===== src/pfg_regs.svh =====
// Register indexes, field layout, reset values and timing counts
`ifndef PFG_REGS_SVH
`define PFG_REGS_SVH

// ==========================================
// Register indexes
`define IDX_SUMMARY  5'h00
`define IDX_GRP_BASE 5'h01
`define IDX_EN_LIVE  5'h16
`define IDX_STRIDE   5'h03

// ==========================================
// Field layout
`define SUM_EWARN_BIT 7
`define VALID_SYS    8'hfb
`define VALID_FULL   8'hff
`define VALID_SW     8'h0f
`define VALID_PWRON  8'hff
`define LIVE_SYS     8'h03
`define LIVE_PWRON   8'h81
`define MASK_RESET   8'h00

// ==========================================
// Timing
`define CLK_PERIOD_NS 10
`define HOLD_TIME_NS  2000000
`define EWARN_T0_NS   100000
`define EWARN_T1_NS   5000000
`define EWARN_T2_NS   20000000
`define EWARN_T3_NS   50000000
`define HOLD_CYCLES   (`HOLD_TIME_NS / `CLK_PERIOD_NS)
`define EWARN_C0      (`EWARN_T0_NS / `CLK_PERIOD_NS)
`define EWARN_C1      (`EWARN_T1_NS / `CLK_PERIOD_NS)
`define EWARN_C2      (`EWARN_T2_NS / `CLK_PERIOD_NS)
`define EWARN_C3      (`EWARN_T3_NS / `CLK_PERIOD_NS)

`endif


===== src/pfg_pkg.sv =====
// Types shared by the power-up gate and interrupt aggregator
package pfg_pkg;

    // ==========================================
    // Power-up release states
    typedef enum logic [4:0] {
        ST_WAIT  = 5'b00001,
        ST_CHECK = 5'b00010,
        ST_HOLD  = 5'b00100,
        ST_REL   = 5'b01000,
        ST_ABORT = 5'b10000
    } pu_state_t;

    typedef logic [7:0] byte_t;

endpackage


===== src/powerup_fault_gate_and_irq.sv =====
// Power-up reset gating on power-good and two-level interrupt aggregation
`include "pfg_regs.svh"

module powerup_fault_gate_and_irq
    import pfg_pkg::*;
#(
    parameter int unsigned NREG        = 4,
    parameter int unsigned HOLD_CYCLES = `HOLD_CYCLES,
    parameter int unsigned EWARN_C0    = `EWARN_C0,
    parameter int unsigned EWARN_C1    = `EWARN_C1,
    parameter int unsigned EWARN_C2    = `EWARN_C2,
    parameter int unsigned EWARN_C3    = `EWARN_C3
) (
    input  wire logic              clk,
    input  wire logic              rst,
    input  wire logic              power_good_gate_option,
    input  wire logic [1:0]        shutdown_warning_lead_time,
    input  wire logic [NREG-1:0]   regulator_in_regulation,
    input  wire logic              seq_at_release,
    input  wire logic [NREG-1:0]   slot_enabled,
    input  wire logic [NREG-1:0]   blank_done,
    input  wire logic              shutdown_request,
    input  wire byte_t             grp_event [7],
    input  wire byte_t             grp_live [7],
    input  wire logic [NREG-1:0]   en_pin_level,
    input  wire logic [4:0]        reg_addr,
    input  wire logic              reg_wr,
    input  wire logic              reg_rd,
    input  wire byte_t             reg_wdata,
    output byte_t                  reg_rdata,
    output logic                   host_reset_out_n,
    output logic                   seq_pause,
    output logic                   regulators_off,
    output logic [NREG-1:0]        monitor_en,
    output logic [NREG-1:0]        fault_start,
    output logic                   power_good_pin_gpio_ok,
    output logic                   shutdown_go,
    output logic                   irq_out_n_o,
    output logic                   irq_out_n_oe
);

    // ==========================================
    // Parameter checks
    if (NREG < 1 || NREG > 4) begin : g_chk_nreg
        $error("NREG must be 1 to 4");
    end
    if (HOLD_CYCLES < 1 || EWARN_C0 < 1) begin : g_chk_cnt
        $error("Counts must be at least one");
    end

    // ==========================================
    // Power-good synchroniser
    logic [NREG-1:0] pg_m_q;
    logic [NREG-1:0] pg_s_q;

    always_ff @(posedge clk or posedge rst) begin
        if (rst) begin
            pg_m_q <= '0;
            pg_s_q <= '0;
        end else begin
            pg_m_q <= regulator_in_regulation;
            pg_s_q <= pg_m_q;
        end
    end

    // ==========================================
    // Power-up release machine
    pu_state_t   st_q;
    pu_state_t   st_d;
    logic [31:0] hold_q;
    logic        rel_q;
    logic        off_q;
    logic        gpio_q;

    wire all_good  = &(pg_s_q | ~slot_enabled);
    wire hold_end  = hold_q == 32'(HOLD_CYCLES - 1);
    wire in_check  = st_q == ST_CHECK;
    wire in_hold   = st_q == ST_HOLD;
    wire any_on    = |slot_enabled;

    always_comb begin
        st_d = st_q;
        case (st_q)
            ST_WAIT: begin
                if (seq_at_release && !power_good_gate_option) begin
                    st_d = ST_REL;
                end else if (seq_at_release) begin
                    st_d = ST_CHECK;
                end
            end
            ST_CHECK: begin
                st_d = all_good ? ST_REL : ST_HOLD;
            end
            ST_HOLD: begin
                if (all_good) begin
                    st_d = ST_REL;
                end else if (hold_end) begin
                    st_d = ST_ABORT;
                end
            end
            ST_REL:   st_d = ST_REL;
            ST_ABORT: st_d = ST_ABORT;
            default:  st_d = ST_WAIT;
        endcase
    end

    always_ff @(posedge clk or posedge rst) begin
        if (rst) begin
            st_q   <= ST_WAIT;
            hold_q <= '0;
            rel_q  <= 1'b0;
            off_q  <= 1'b0;
            gpio_q <= 1'b0;
        end else begin
            st_q   <= st_d;
            hold_q <= in_hold ? hold_q + 32'd1 : '0;
            rel_q  <= st_d == ST_REL;
            off_q  <= st_d == ST_ABORT;
            gpio_q <= gpio_q | any_on;
        end
    end

    assign host_reset_out_n = rel_q;
    assign regulators_off   = off_q;
    // Only the release check and hold pause; later faults never do
    assign seq_pause        = in_check | in_hold;
    assign power_good_pin_gpio_ok    = !power_good_gate_option | gpio_q;

    // OV/UV blanked until release, then per regulator
    assign monitor_en = {NREG{rel_q}} & slot_enabled & blank_done;

    // Faults of enabled supplies start protection
    assign fault_start = monitor_en & (grp_live[3][NREG-1:0]
                       | grp_live[4][NREG-1:0]
                       | grp_live[5][NREG-1:0]);

    // Power-good shortfall at the check reported as undervoltage
    wire [NREG-1:0] pg_fail = in_check ? slot_enabled & ~pg_s_q : '0;

    // ==========================================
    // Early warning of shutdown
    logic [31:0] ew_q;
    logic        ew_run_q;
    logic        ewarn_q;
    logic        go_q;
    logic [31:0] ew_lead;

    always_comb begin
        case (shutdown_warning_lead_time)
            2'b00:   ew_lead = 32'(EWARN_C0);
            2'b01:   ew_lead = 32'(EWARN_C1);
            2'b10:   ew_lead = 32'(EWARN_C2);
            default: ew_lead = 32'(EWARN_C3);
        endcase
    end

    wire ew_start = shutdown_request && !ew_run_q && !go_q;
    wire ew_done  = ew_run_q && ew_q == ew_lead - 32'd1;
    wire sum_hit  = reg_wr && reg_addr == `IDX_SUMMARY;
    wire ew_clr   = sum_hit && reg_wdata[`SUM_EWARN_BIT];

    always_ff @(posedge clk or posedge rst) begin
        if (rst) begin
            ew_q     <= '0;
            ew_run_q <= 1'b0;
            ewarn_q  <= 1'b0;
            go_q     <= 1'b0;
        end else begin
            ew_q     <= ew_run_q ? ew_q + 32'd1 : '0;
            ew_run_q <= ew_start | (ew_run_q & !ew_done);
            ewarn_q  <= ew_start | (ewarn_q & !ew_clr);
            go_q     <= go_q | ew_done;
        end
    end

    assign shutdown_go = go_q;

    // ==========================================
    // Second-level latches and masks
    localparam byte_t VALID [7] = '{`VALID_SYS, `VALID_FULL,
        `VALID_SW, `VALID_SW, `VALID_SW, `VALID_SW, `VALID_PWRON};
    localparam byte_t LIVEV [7] = '{`LIVE_SYS, `VALID_FULL,
        8'h00, `VALID_SW, `VALID_SW, `VALID_SW, `LIVE_PWRON};

    byte_t      latch_q [7];
    byte_t      mask_q  [7];
    byte_t      rd_grp  [7];
    logic [6:0] pending;
    logic [6:0] rd_sel;

    for (genvar g = 0; g < 7; g++) begin : g_grp
        wire [4:0] base  = 5'(`IDX_GRP_BASE + `IDX_STRIDE * g);
        wire       l_hit = reg_addr == base;
        wire       m_hit = reg_addr == 5'(base + 5'd1);
        wire       s_hit = reg_addr == 5'(base + 5'd2);
        wire byte_t clr  = (reg_wr && l_hit) ? reg_wdata : 8'h00;
        wire byte_t ext  = (g == 4) ? 8'(pg_fail) : 8'h00;
        // Raw events set latches whether or not protection is bypassed
        wire byte_t set  = (grp_event[g] | ext) & VALID[g];

        always_ff @(posedge clk or posedge rst) begin
            if (rst) begin
                latch_q[g] <= 8'h00;
                mask_q[g]  <= `MASK_RESET;
            end else begin
                latch_q[g] <= (latch_q[g] & ~clr) | set;
                if (reg_wr && m_hit) begin
                    mask_q[g] <= reg_wdata & VALID[g];
                end
            end
        end

        assign pending[g] = |(latch_q[g] & ~mask_q[g]);
        assign rd_sel[g]  = l_hit | m_hit | s_hit;
        assign rd_grp[g]  = l_hit ? latch_q[g]
                          : m_hit ? mask_q[g]
                          : s_hit ? grp_live[g] & LIVEV[g]
                          : 8'h00;
    end

    // ==========================================
    // Summary register and pin
    wire byte_t summary = {ewarn_q, pending};

    logic irq_q;

    always_ff @(posedge clk or posedge rst) begin
        if (rst) begin
            irq_q <= 1'b0;
        end else begin
            irq_q <= |summary;
        end
    end

    assign irq_out_n_o  = 1'b0;
    assign irq_out_n_oe = irq_q;

    // ==========================================
    // Register read path
    byte_t rd_mux;

    always_comb begin
        rd_mux = 8'h00;
        for (int i = 0; i < 7; i++) begin
            if (rd_sel[i]) begin
                rd_mux = rd_grp[i];
            end
        end
        if (reg_addr == `IDX_SUMMARY) begin
            rd_mux = summary;
        end else if (reg_addr == `IDX_EN_LIVE) begin
            rd_mux = 8'(en_pin_level);
        end
    end

    byte_t rdata_q;

    always_ff @(posedge clk or posedge rst) begin
        if (rst) begin
            rdata_q <= 8'h00;
        end else if (reg_rd) begin
            rdata_q <= rd_mux;
        end
    end

    assign reg_rdata = rdata_q;
endmodule


===== config.mk =====
export PLATFORM = sky130hd
export DESIGN_NAME = powerup_fault_gate_and_irq
export DESIGN_NICKNAME = d
export VERILOG_FILES = /design/src/pfg_pkg.sv /design/src/powerup_fault_gate_and_irq.sv
export VERILOG_INCLUDE_DIRS = /design/src
export SDC_FILE = /design/constraint.sdc
export NUM_CORES = 1
export LEC_CHECK = 0
export BUFFER_PORTS_ARGS = -buffer_cell sky130_fd_sc_hd__buf_2
export CORE_MARGIN = 4
export CORE_UTILIZATION = 36
export CTS_CLUSTER_DIAMETER = 40
export CTS_CLUSTER_SIZE = 10
export DETAILED_ROUTE_END_ITERATION = 10
export GPL_TIMING_DRIVEN = 0
export PLACE_DENSITY = 0.55
export SLEW_MARGIN = 20
export SYNTH_ARGS = -nofsm -noshare
export SYNTH_HDL_FRONTEND = slang
export SYNTH_SLANG_ARGS = --single-unit

===== constraint.sdc =====
create_clock -name clk -period 16.4 [get_ports clk]
set_input_delay 0.82 -clock clk [delete_from_list [all_inputs] [get_ports clk]]
set_output_delay 0.82 -clock clk [all_outputs]
set_load 0.005 [all_outputs]

==> metrics.txt <==
IO Pins 173; slowest CP cell nor3_1; Worst-Margin Slew 0.846 ns; Placed Instances 1554; Die Y 178 um; power per cell area 93.8 nW/um^2; clock power share 0.376; non-filler instance count after layout 1586; remaining global-route overflow 0; internal power 791 uW; CTS Buffer Depth 2; Max VDD drop 0.0653 mV; setup TNS 0 ns; Post-Route WL 34.2 mm; Comb pwr share 0.152; Post-Synth Simple-Gate Area 0.225; end-of-flow core utilization 0.429; core area 28200 sq um; Hold Path Class flip-flop to flip-flop; CP arrival 2.14 ns; Tot Pwr 1130 uW; Yosys top cell by area dfrtp_1; CTS Buf Count 17; Mean Syn Cell Area 9.83 sq um; Die X-Extent 178 um; commonest cells in the netlist 186 x dfrtp_1, 91 x nand2_1, 54 x inv_1; # DRC 0; Syn Nets 1219; Initial Util 0.369; clk_lat worst skew 0.45 ns; Final Hold Viols 0; TritonRoute pass-1 iters 5; H-tree levels 4; Final period util 0.180; critical path class flip-flop to output pin; number of library cell types mapped by synthesis 88; max-cap viol count 0; antenna cells 0; Switch Pwr 342 uW; top-count cell post-synth dfrtp_1; main flop type after synthesis dfrtp_1; Core Rows 61; Iteration-0 DRC Markers 718; Critical Path End Type output pin; Vias/cell 5.58; CTS tree yes; first-pass GRT wire length 52.6 mm; mux share of post-synthesis cell area 0.0556; Achievable Freq 338 MHz; Seq/Total Area, Yosys 0.450; Rel. slew slack 0.436; Synth Area in Compound Gates 0.158; Final nets 1357; largest family of logic cells by synthesized area simple AND/OR/NAND/NOR gates; layout cell share with drive strength beyond 1 0.217; Worst Path Required 15.58 ns; Adder-Cell Fraction of Synth Area 0.0144; Setup Skew 0.0174 ns; P_leak 0.00518 uW; Setup violations, final 0; sequential power share 0.472; Area Overhead vs Synth 16.2%; number of flops mapped to enable cells by yosys 0; Synth top area share 0.448; root buffer cell clkbuf_16; crit start category flip-flop; Buffers & Inverters on Critical Path 2; total track usage 0.217; CP max stage delay 0.62 ns; Yosys reg bits 187; instance count of the mapped netlist 1057; Routability Congestion 1.03; Final Max Tran Viols 0; crit path cell chain clkbuf_1, nor2_1, nand2_1, nor3_1, nand2b_1, buf_2; Post-Synth XOR/XNOR Area 0.0463; CTS clk-pin slew, worst paths 0.07 ns; sw frac 0.302; PortBufs 118; crit path time final 2.96 ns; hold slack 0.358 ns; hold buffers post-CTS 0; status completed; Routed Antenna Nets 0; CP delay by family, top simple AND/OR/NAND/NOR gates; Post-synth ARST share 1.00; Wirelength per Cell 21.6 um; # Post-CTS Setup Buffers 0; Cell Area, Synth 10400 sq um; Warnings, synthesis 0; RSZ-0062 raised after global routing false; ranking of synthesized cells by area dfrtp_1 45%, mux2_2 4.5%, xnor2_1 3.7%; clk sinks 187; initial antenna violation count 3; vias in the first global route 8835; total die area 31700 sq um; Final HPWL DP 24.9 mm; Vias 8855; CP max FO 8; largest net degree at the start of global routing 101; post-cts resize count 0
## final timing paths
| check | endpoint | slack (ns) | startpoint | cells after the start |
|---|---|---|---|---|
| setup reg to reg | irq_out_n_oe | 14.04 | latch_q[30] | 4 |
| min in group asynchronous | ew_q[15] | 0.46 | rst | 2 |
| max in group asynchronous | reg_rdata[2] | 15.00 | rst | 3 |
| setup / recovery | seq_pause | 13.44 | st_q[3] | 6 |
| hold reg to reg | pg_s_q[1] | 0.36 | pg_m_q[1] | 0 |
| hold / removal | pg_s_q[1] | 0.36 | pg_m_q[1] | 0 |
## worst reg2reg max path: stages (launching register included)
cell       delay (ns)
dfrtp_1          0.41
nor4_1           0.63
o2111ai_1        0.45
nor4_1           0.52
nand4_1          0.19
## metal layers
layer	part of all wire	track usage	wire length [um]	up-vias
met5	0.0013	0	46	-
met4	0.022	0.0654	745	6
met3	0.068	0.0479	2330	60
met2	0.46	0.344	15700	310
met1	0.45	0.298	15300	4384
li1	-	-	-	4095
## state kept, by name, summed over array words and instances, names as in the netlist, 4 cells and up
signal,count
reg_rdata,8
pg_m_q,4
mask_q,39
st_q,5
pg_s_q,4
hold_q,32
latch_q,56
ew_q,32
## cells in the final DEF (no fill, tap or decap), types with 29 or more instances in the layout
cell and n:
nand3_1 39, o21ai_0 34, nor2_1 43, mux2_2 42, a21oi_1 36, buf_2 133, and2_1 29, xnor2_1 44
dfrtp_1 186, nand2_1 91, a21o_1 37, inv_1 53
## power by group through the flow
stage          clock network, uW  logic [uW]  registers, uW
6_report                     426         172            534
5_1_grt                      452         190            539
4_1_cts                      436         172            533
3_5_place_dp                   0         172            541
3_3_place_gp                   0         169            542
2_1_floorplan                  0         114            531
## cell type report
cell class,count,area [sq um]
Fill cell,2765,16100
Multi-Input combinational cell,756,5190
Sequential cell,187,4680
Timing Repair Buffer,119,618
Tap cell,378,473
Clock buffer,18,429
Buffer,60,322
Inverter,54,210
Clock inverter,14,155
## stage by stage
| stage | setup slack, ns | instance area [sq um] |
|---|---|---|
| floorplan | 10.50 | 10400 |
| finish | 13.44 | 12100 |
| global placement | 8.03 | 11500 |
| CTS | 13.42 | 12100 |
| global route | 13.22 | 12100 |
| detailed placement | 13.40 | 11500 |
## kinds of logic after synthesis
logic type      count (synthesis)
simple gates                  404
compound gates                234
flops                         187
buf+inv                       114
xor+xnor                       55
mux                            50
fa+ha+maj                      12
other cells                     1
No activity file was read; power rests on OpenSTA's default activity.
